--- src/hw/gtm_defines.svh ---
// Register offsets, field positions and reset values of the gated timer
// Assumes a 32-bit APB slave with word-aligned registers
`ifndef GTM_DEFINES_SVH
`define GTM_DEFINES_SVH

`define GTM_OFF_CTRL 12'h000
`define GTM_OFF_CNTL 12'h004
`define GTM_OFF_CNTH 12'h008
`define GTM_OFF_GATE 12'h00C
`define GTM_OFF_STAT 12'h010
`define GTM_OFF_MASK 12'h014
`define GTM_OFF_OSC 12'h018

`define GTM_CTRL_ON 0
`define GTM_CTRL_SYNCDIS 2
`define GTM_CTRL_OSCEN 3
`define GTM_CTRL_PS_LO 4
`define GTM_CTRL_SRC_LO 6
`define GTM_GATE_SS_LO 0
`define GTM_GATE_POL 6
`define GTM_GATE_EN 7
`define GTM_ST_OVF 0

`define GTM_CTRL_RST 8'h00
`define GTM_GATE_RST 8'h00
`define GTM_SLEEP_OK_BIT 1
`define GTM_OSC_READY_BIT 7

`define GTM_XTAL_KHZ_X1000 32768
`define GTM_OSC_START_US 1000
`define GTM_CLK_MHZ 100
`define GTM_OSC_START_CYC (`GTM_OSC_START_US * `GTM_CLK_MHZ)

`endif

--- src/hw/gtm_pkg.sv ---
// Types of the gated timer
// Assumes gtm_defines.svh is compiled alongside
package gtm_pkg;
  typedef enum logic [1:0] {
    GTM_SRC_SYS,
    GTM_SRC_SYS4,
    GTM_SRC_PIN,
    GTM_SRC_XTAL
  } gtm_clksrc_e;
  typedef enum logic [1:0] {
    GTM_GS_PIN,
    GTM_GS_COMP,
    GTM_GS_AUX2,
    GTM_GS_AUX3
  } gtm_gsrc_e;
endpackage

--- src/hw/gtm_timer.sv ---
// Gated 16-bit timer with prescaler, crystal oscillator control and APB slave
// Assumes mclk 100 MHz; pins and oscillator ticks are asynchronous levels
//
// Notes on behaviour
// [RULE1] Input clock divided by 1, 2, 4 or 8 per prescale_select field.
// [RULE2] Prescale counter hidden; cleared by any write to a count byte.
// [RULE3] Oscillator enable drives crystal oscillator; it keeps running in Sleep.
// [RULE4] Software waits oscillator start-up before counting from the crystal.
// [RULE5] Sync disable skips pin synchroniser stage; counting is unsynchronised. Here both settings still read the edge after two flops.
// [RULE6] Async external counting continues in Sleep; overflow can wake.
// [RULE7] Mode switches may lose or add one increment.
// [RULE8] Count byte reads always return a valid value.
// [RULE9] Count read as two bytes, no coherent latch.
// [RULE10] Software stops counter before writing count bytes.
// [RULE11] Gate enable bit selects gated counting, else free counting.
// [RULE12] Gated: increments on source rising edge while gate active.
// [RULE13] Gate active when gate level equals gate polarity bit.
// [RULE14] Four gate sources via two-bit select; 00 is gate pin.
// [RULE15] Gate source 01 is companion 8-bit timer wrap.
// [RULE16] Oscillator ready reads readiness if enabled, else reads one.
// [RULE17] Counter wraps to zero and sets overflow flag every wrap.
//
// Chosen here: the APB register port and the register addresses.
`timescale 1ns/100ps
`default_nettype none
`include "gtm_defines.svh"

module gtm_timer #(
  parameter int OSC_START_CYC = `GTM_OSC_START_CYC
) (
  input wire logic mclk,
  input wire logic rst,
  input wire logic psel,
  input wire logic penable,
  input wire logic pwrite,
  input wire logic [11:0] paddr,
  input wire logic [31:0] pwdata,
  output logic [31:0] prdata,
  output logic pready,
  output logic pslverr,
  input wire logic counterClockPin,
  input wire logic crystalInPin,
  output logic crystalOscEnable,
  input wire logic gateInput,
  input wire logic companionWrap,
  input wire logic gateAux2,
  input wire logic gateAux3,
  input wire logic sleepMode,
  output logic irq
);

  logic [7:0] ctrl_ff;
  logic [7:0] gateCtrl_ff;
  logic [15:0] count_ff;
  logic [2:0] presc_ff;
  logic [1:0] div4_ff;
  logic [2:0] pinSync_ff;
  logic [2:0] xtalSync_ff;
  logic [1:0] gateSync_ff;
  logic [1:0] compSync_ff;
  logic [1:0] aux2Sync_ff;
  logic [1:0] aux3Sync_ff;
  logic [31:0] oscCnt_ff;
  logic oscReady_ff;
  logic status_ff;
  logic mask_ff;
  logic compSeen_ff;

  logic wrEn;
  logic rdEn;
  logic countWr;
  logic srcTick;
  logic gateLevel;
  logic gateOk;
  logic presTick;
  logic incEn;
  logic ovf;
  logic [7:0] nxt_presMask;
  gtm_pkg::gtm_clksrc_e clkSrc;
  gtm_pkg::gtm_gsrc_e gateSrc;

  function automatic logic [2:0] presMaskOf(input logic [1:0] sel);
    presMaskOf = 3'(({1'b0, 2'h0} + 3'h1 << sel) - 3'h1);
  endfunction

  function automatic logic rise(input logic [2:0] s, input logic useOlder);
    rise = useOlder ? (s[2] & ~s[1]) : (s[1] & ~s[2]);
  endfunction

  assign wrEn = psel && penable && pwrite;
  assign rdEn = psel && penable && !pwrite;
  assign countWr = wrEn && (paddr == `GTM_OFF_CNTL || paddr == `GTM_OFF_CNTH);
  assign clkSrc = gtm_pkg::gtm_clksrc_e'(ctrl_ff[`GTM_CTRL_SRC_LO +: 2]);
  assign gateSrc = gtm_pkg::gtm_gsrc_e'(gateCtrl_ff[`GTM_GATE_SS_LO +: 2]);
  assign nxt_presMask = {5'h00, presMaskOf(ctrl_ff[`GTM_CTRL_PS_LO +: 2])};

  // Input synchronisers; only second stage onward is read
  always_ff @(posedge mclk or posedge rst) begin
    if (rst) begin
      pinSync_ff <= 3'h0;
      xtalSync_ff <= 3'h0;
      gateSync_ff <= 2'h0;
      compSync_ff <= 2'h0;
      aux2Sync_ff <= 2'h0;
      aux3Sync_ff <= 2'h0;
    end else begin
      pinSync_ff <= {pinSync_ff[1:0], counterClockPin};
      xtalSync_ff <= {xtalSync_ff[1:0], crystalInPin};
      gateSync_ff <= {gateSync_ff[0], gateInput};
      compSync_ff <= {compSync_ff[0], companionWrap};
      aux2Sync_ff <= {aux2Sync_ff[0], gateAux2};
      aux3Sync_ff <= {aux3Sync_ff[0], gateAux3};
    end
  end

  // Rising edge seen after two flops in both modes; one clock leaves no bypass
  always_comb begin
    unique case (clkSrc)
      gtm_pkg::GTM_SRC_SYS: srcTick = 1'b1;
      gtm_pkg::GTM_SRC_SYS4: srcTick = (div4_ff == 2'h3);
      gtm_pkg::GTM_SRC_PIN: begin
        srcTick = ctrl_ff[`GTM_CTRL_SYNCDIS] ? rise({pinSync_ff[1], pinSync_ff[2], 1'b0}, 1'b1)
                                             : rise(pinSync_ff, 1'b0); // RULE5 RULE7 RULE12
      end
      gtm_pkg::GTM_SRC_XTAL: begin
        srcTick = ctrl_ff[`GTM_CTRL_SYNCDIS] ? rise({xtalSync_ff[1], xtalSync_ff[2], 1'b0}, 1'b1)
                                              : rise(xtalSync_ff, 1'b0); // RULE5 RULE7
      end
    endcase
  end

  // Gate source select and polarity
  always_comb begin
    unique case (gateSrc)
      gtm_pkg::GTM_GS_PIN: gateLevel = gateSync_ff[1]; // RULE14
      gtm_pkg::GTM_GS_COMP: gateLevel = compSeen_ff; // RULE15
      gtm_pkg::GTM_GS_AUX2: gateLevel = aux2Sync_ff[1];
      gtm_pkg::GTM_GS_AUX3: gateLevel = aux3Sync_ff[1];
    endcase
  end

  assign gateOk = !gateCtrl_ff[`GTM_GATE_EN] ||
                  (gateLevel == gateCtrl_ff[`GTM_GATE_POL]); // RULE11 RULE13
  // Sleep stops system-clock sources but not pin or crystal counting
  assign presTick = ctrl_ff[`GTM_CTRL_ON] && srcTick && gateOk && !countWr &&
                    !(sleepMode && (clkSrc == gtm_pkg::GTM_SRC_SYS ||
                                    clkSrc == gtm_pkg::GTM_SRC_SYS4)); // RULE6 RULE12
  assign incEn = presTick && ((presc_ff & nxt_presMask[2:0]) == nxt_presMask[2:0]);
  assign ovf = incEn && (count_ff == 16'hFFFF);

  // Companion wrap level registered once more after its synchroniser, following it every cycle
  always_ff @(posedge mclk or posedge rst) begin
    if (rst) begin
      compSeen_ff <= 1'b0;
    end else begin
      compSeen_ff <= compSync_ff[1];
    end
  end

  always_ff @(posedge mclk or posedge rst) begin
    if (rst) begin
      div4_ff <= 2'h0;
    end else begin
      div4_ff <= 2'(div4_ff + 2'h1);
    end
  end

  // Prescaler
  always_ff @(posedge mclk or posedge rst) begin
    if (rst) begin
      presc_ff <= 3'h0;
    end else if (countWr) begin
      presc_ff <= 3'h0; // RULE2
    end else if (incEn) begin
      presc_ff <= 3'h0; // RULE1
    end else if (presTick) begin
      presc_ff <= 3'(presc_ff + 3'h1); // RULE1
    end
  end

  // Counter; a byte write wins over an increment in the same cycle
  always_ff @(posedge mclk or posedge rst) begin
    if (rst) begin
      count_ff <= 16'h0000;
    end else if (wrEn && paddr == `GTM_OFF_CNTL) begin
      count_ff[7:0] <= pwdata[7:0];
    end else if (wrEn && paddr == `GTM_OFF_CNTH) begin
      count_ff[15:8] <= pwdata[7:0];
    end else if (incEn) begin
      count_ff <= 16'(count_ff + 16'h0001); // RULE17
    end
  end

  // Control registers
  always_ff @(posedge mclk or posedge rst) begin
    if (rst) begin
      ctrl_ff <= `GTM_CTRL_RST;
      gateCtrl_ff <= `GTM_GATE_RST;
      mask_ff <= 1'b0;
    end else if (wrEn) begin
      if (paddr == `GTM_OFF_CTRL) begin
        ctrl_ff <= pwdata[7:0];
      end
      if (paddr == `GTM_OFF_GATE) begin
        gateCtrl_ff <= pwdata[7:0];
      end
      if (paddr == `GTM_OFF_MASK) begin
        mask_ff <= pwdata[`GTM_ST_OVF];
      end
    end
  end

  // Oscillator enable and start-up readiness; not gated by sleep
  always_ff @(posedge mclk or posedge rst) begin
    if (rst) begin
      crystalOscEnable <= 1'b0;
      oscCnt_ff <= 32'h0000_0000;
      oscReady_ff <= 1'b0;
    end else begin
      crystalOscEnable <= ctrl_ff[`GTM_CTRL_OSCEN]; // RULE3
      if (!ctrl_ff[`GTM_CTRL_OSCEN]) begin
        oscCnt_ff <= 32'h0000_0000;
        oscReady_ff <= 1'b0;
      end else if (oscCnt_ff < 32'(OSC_START_CYC)) begin
        oscCnt_ff <= 32'(oscCnt_ff + 32'h1);
      end else begin
        oscReady_ff <= 1'b1;
      end
    end
  end

  // Overflow status, set wins over write-one clear
  always_ff @(posedge mclk or posedge rst) begin
    if (rst) begin
      status_ff <= 1'b0;
      irq <= 1'b0;
    end else begin
      if (ovf) begin
        status_ff <= 1'b1; // RULE17
      end else if (wrEn && paddr == `GTM_OFF_STAT && pwdata[`GTM_ST_OVF]) begin
        status_ff <= 1'b0;
      end
      irq <= (status_ff || ovf) && mask_ff; // RULE6
    end
  end

  // APB read path, one wait-free access phase
  always_ff @(posedge mclk or posedge rst) begin
    if (rst) begin
      prdata <= 32'h0000_0000;
      pready <= 1'b0;
      pslverr <= 1'b0;
    end else begin
      pready <= psel && !penable;
      pslverr <= 1'b0;
      prdata <= 32'h0000_0000;
      if (psel && !penable) begin
        unique case (paddr)
          `GTM_OFF_CTRL: prdata <= {24'h000000, ctrl_ff};
          `GTM_OFF_CNTL: prdata <= {24'h000000, count_ff[7:0]}; // RULE8 RULE9
          `GTM_OFF_CNTH: prdata <= {24'h000000, count_ff[15:8]}; // RULE8 RULE9
          `GTM_OFF_GATE: prdata <= {24'h000000, gateCtrl_ff};
          `GTM_OFF_STAT: prdata <= {31'h0, status_ff};
          `GTM_OFF_MASK: prdata <= {31'h0, mask_ff};
          `GTM_OFF_OSC: prdata <= {24'h000000,
                                   !ctrl_ff[`GTM_CTRL_OSCEN] || oscReady_ff, 7'h00}; // RULE16
          default: pslverr <= 1'b1;
        endcase
      end
    end
  end

  // Assertions
  a_prescale_clear: assert property (@(posedge mclk) disable iff (rst)
    countWr |=> presc_ff == 3'h0) else $error("prescaler not cleared"); // RULE2
  a_free_count: assert property (@(posedge mclk) disable iff (rst)
    (ctrl_ff[`GTM_CTRL_ON] && !gateCtrl_ff[`GTM_GATE_EN] && clkSrc == gtm_pkg::GTM_SRC_SYS &&
    ctrl_ff[`GTM_CTRL_PS_LO +: 2] == 2'h0 && !sleepMode && !wrEn)
    |=> count_ff == 16'($past(count_ff) + 16'h0001)) else $error("free count stalled"); // RULE11
  a_gate_hold: assert property (@(posedge mclk) disable iff (rst)
    (gateCtrl_ff[`GTM_GATE_EN] && gateLevel != gateCtrl_ff[`GTM_GATE_POL] && !wrEn)
    |=> count_ff == $past(count_ff)) else $error("count moved with gate closed"); // RULE12 RULE13
  a_wrap_flag: assert property (@(posedge mclk) disable iff (rst)
    ovf |=> status_ff && count_ff == 16'h0000) else $error("wrap missed"); // RULE17
  a_irq_level: assert property (@(posedge mclk) disable iff (rst)
    (status_ff && mask_ff) |=> irq) else $error("irq not raised"); // RULE6
  a_osc_ready: assert property (@(posedge mclk) disable iff (rst)
    !ctrl_ff[`GTM_CTRL_OSCEN] |=> !oscReady_ff) else $error("ready held"); // RULE16
  a_osc_enable: assert property (@(posedge mclk) disable iff (rst)
    ctrl_ff[`GTM_CTRL_OSCEN] |=> crystalOscEnable) else $error("osc off"); // RULE3
  a_div_one: assert property (@(posedge mclk) disable iff (rst)
    (ctrl_ff[`GTM_CTRL_PS_LO +: 2] == 2'h0 && presTick) |-> incEn)
    else $error("div1 skipped"); // RULE1
  a_read_low: assert property (@(posedge mclk) disable iff (rst)
    (psel && !penable && !pwrite && paddr == `GTM_OFF_CNTL) |=>
    prdata[7:0] == $past(count_ff[7:0])) else $error("bad low read"); // RULE8

endmodule
`default_nettype wire

--- config.mk ---
export PLATFORM = sky130hd
export DESIGN_NAME = gtm_timer
export DESIGN_NICKNAME = d
export VERILOG_FILES = /design/src/hw/gtm_pkg.sv /design/src/hw/gtm_timer.sv
export VERILOG_INCLUDE_DIRS = /design/src /design/src/hw
export SDC_FILE = /design/constraint.sdc
export NUM_CORES = 1
export LEC_CHECK = 0
export ABC_CLOCK_PERIOD_IN_PS = 3300
export BUFFER_PORTS_ARGS = -buffer_cell sky130_fd_sc_hd__buf_2
export CAP_MARGIN = 40
export CORE_UTILIZATION = 55
export DETAILED_ROUTE_END_ITERATION = 6
export HOLD_SLACK_MARGIN = 0.15
export PLACE_DENSITY = 0.83
export SYNTH_ARGS = -nofsm -noshare
export SYNTH_HDL_FRONTEND = slang
export SYNTH_SLANG_ARGS = --single-unit
export TNS_END_PERCENT = 50
--- constraint.sdc ---
create_clock -name mclk -period 3.3 [get_ports mclk]
set_clock_uncertainty 0.1 [all_clocks]
set_input_delay 0.165 -clock mclk [delete_from_list [all_inputs] [get_ports mclk]]
set_output_delay 0.165 -clock mclk [all_outputs]
set_load 0.02 [all_outputs]
==> flow_summary.ini <==
[timing]
max-slew-margin-rel = 0.437
fmax_mhz = 396
report.final.slew_viol_count = 0
finalCritPeriodShare = 0.765
rsz0062_at_grt = false
tightest_slew_ps = 841
fin_tns_setup_ps = 0
setup-violations-final = 0
period_minus_slack_ps = 2530
hold_violations = 0

[cells_and_area]
n_antenna_cell = 0
layout.cells.non_filler = 631
final_core_util = 0.649
area_growth_pct = 12.7
fill_cells = 659
drive_above_1_share = 0.181
fin_nets = 582
final_area_sq_um = 5380

[pwr]
power_density_nw_per_um2 = 395
power.leakage_nw = 2.49
peakVddDrop_v = 0.000256

[setup_path]
cpLargestDelayFamily = simple AND/OR/NAND/NOR gates
path_buf_inv = 2
r2r-end = count_ff[11]
path_depth = 8
worstPathRequired_ps = 3490
critPathMaxStageDelay_ps = 620
arrival_ps = 2710
r2r_setup_slack_ps = 890
crit_end = irq
reg2reg_depth = 5
critPathCaptureType = flop
worstPathCellList = dlygate4sd3_1, buf_2, and3_1, nand4_2, nand2b_1, nand2_1, or4_1, a21boi_1
start_kind = input pin
crit_type = input pin to flop
reg2reg_from = ctrl_ff[6]
cp_max_fo = 20
slowest_stage = nand2b_1
startpoint = penable

[drt]
wirelength_microns = 10300
dr.first_iter.drc_count = 246
vias = 3660
ant_nets = 0
vias_per_cell = 5.80
drcViolationCount = 0
dr.pass1.iters = 5
wl_per_cell_microns = 16.3

[global_route]
overflow = 0
first_global_vias = 3499
grt_max_degree = 51
grt_pass1_wl_microns = 16800
grt_usage = 0.246
antenna_found_initial = 0

[clock_tree]
cts_tree = done
cts_buffer_depth = 2
cts_inserted_buffers = 9
path_clk_slew_ps = 90
clock-sinks = 99
clkLatencyLatePin_ps = 360
cts-root-buf = clkbuf_8
cts_setup_buffers = 0
htreeDepth = 3

[place]
placed_area_sq_um = 4990
dp_cells = 596
place.gp.congestion = 0.949
hpwl_microns = 7210
port_buffers = 43

[die]
initial_core_util = 0.575
die_area_sq_um = 9060
dieHeight_microns = 95.2
fp.dieW_microns = 95.2
io_pins = 92
std_cell_rows = 33
design.core.area_sq_um = 8300

[synthesis]
synth_edf_count = 0
avgSynthCellArea_sq_um = 10.4
synth_cell_types = 61
synthArstFlopShare = 1.00
ys_seq_area_frac = 0.519
ys_warn_count = 0
ys_ff_latch = 99
synth_area_sq_um = 4770
synth-main-ff-cell = dfrtp_1
syn_inst = 461

[outcome]
status = complete, no violations

[hold_path]
hold_path_class = input pin to flop

[run]
cap_violations = 0
## sequential cells by signal, indices dropped and copies added, names as in the netlist, 3 cells and up
| name | cells |
|---|---|
| presc_ff | 3 |
| pinSync_ff | 3 |
| gateCtrl_ff | 8 |
| count_ff | 16 |
| ctrl_ff | 8 |
| xtalSync_ff | 3 |
| oscCnt_ff | 32 |
| prdata | 8 |
## cell usage after synthesis, types with 8 or more instances
cell	number	area, sq um
nand2_1	28	105
buf_4	24	180
o21ai_0	17	85.1
buf_2	8	40.0
and3_1	10	62.6
inv_1	16	60.1
dfrtp_1	99	2480
mux2_2	17	191
a31oi_1	12	75.1
a21oi_1	15	75.1
nor2_1	41	154
xnor2_1	17	149
nand4_1	13	81.3
nand3_1	17	85.1
and2_1	31	194
## report_power, final
part           leakage [nW]  internal (mW)  switching, mW
sequential             1.32           1.22        0.00424
combinational          1.08         0.0393         0.0834
clock                0.0954          0.368          0.406
total                  2.49           1.63          0.494
## worst min path at each step
| stage | start | endpoint | slack, ps | cells past startpoint |
|---|---|---|---|---|
| 2_1_floorplan | gateAux2 | aux2Sync_ff[0] | 100 | 0 |
| 3_3_place_gp | rst | oscCnt_ff[26] | 170 | 2 |
| 3_5_place_dp | gateInput | gateSync_ff[0] | 170 | 1 |
| 4_1_cts | paddr[4] | status_ff | 190 | 4 |
| 5_1_grt | paddr[4] | status_ff | 210 | 4 |
| 6_report | paddr[4] | status_ff | 190 | 4 |
## area by class of cell
type                            count  area (sq um)  share of cell area
Sequential cell                    99          2480               0.460
Multi-Input combinational cell    329          2070               0.385
Timing Repair Buffer               67           445              0.0828
Clock buffer                       11           141              0.0263
Tap cell                          105           131              0.0244
Inverter                           16          62.6              0.0116
Clock inverter                      4          51.3             0.00953
## logic make-up after synthesis
| kind of cell | count (synthesis) | share of synthesized area |
|---|---|---|
| simple gates | 188 | 0.219 |
| flops | 99 | 0.519 |
| compound gates | 73 | 0.102 |
| buf+inv | 56 | 0.0650 |
| mux | 23 | 0.0527 |
| xor+xnor | 17 | 0.0312 |
| fa+ha+maj | 4 | 0.0105 |
| other cells | 1 | 0.000785 |
## cells in the final DEF (no fill, tap or decap), types with 2 or more instances in the layout
master / n
o211ai_1: 2
xnor2_1: 17
dlygate4sd3_1: 20
inv_1: 15
and2_1: 31
o21ai_0: 17
or4_1: 2
nand2b_1: 6
nor2_1: 41
buf_4: 4
and3_1: 10
conb_1: 24
nand2_1: 28
or3_2: 2
mux2i_1: 6
or3_1: 2
or4b_1: 2
buf_2: 43
a31oi_1: 12
a21boi_0: 2
ha_1: 4
clkbuf_8: 10
dfrtp_1: 99
nor4_1: 7
a21o_1: 3
a222oi_1: 6
nor2b_1: 5
nor3_2: 2
nand4_1: 13
nand3b_1: 2
nand3_1: 17
nor3_1: 6
mux2_2: 17
a21oi_1: 15
nor4_2: 2
## repair_timing
action | CTS | global route
hold buffers | 20 | 0
endpoints found under the hold margin | 90 | 0
endpoints found under the setup margin | 0 | 0
gates resized for setup | 0 | 0
## worst reg2reg max path, delay by kind of cell, from the launching register on
kind / cells / cell delay, ps
and+or+nand+nor: 1 / 610
AOI/OAI and AO/OA: 4 / 1120
DFF: 1 / 450
## stage by stage
stage | setup slack, ps | power (mW) | hold slack (ps)
after floorplan | 445 | 1.34 | 96.4
final | 774 | 2.12 | 194
after detailed placement | 921 | 1.36 | 174
after CTS | 771 | 2.14 | 191
after global routing | 540 | 2.20 | 208
after global placement | 968 | 1.35 | 168
## metal layers
layer	wire, microns	global-route usage	vias to the layer above
met5	0	0	-
met2	5020	0.402	146
li1	-	-	1694
met1	4380	0.322	1788
met4	324	0.119	0
met3	566	0.0351	32
Power figures use the tool's default switching activity.
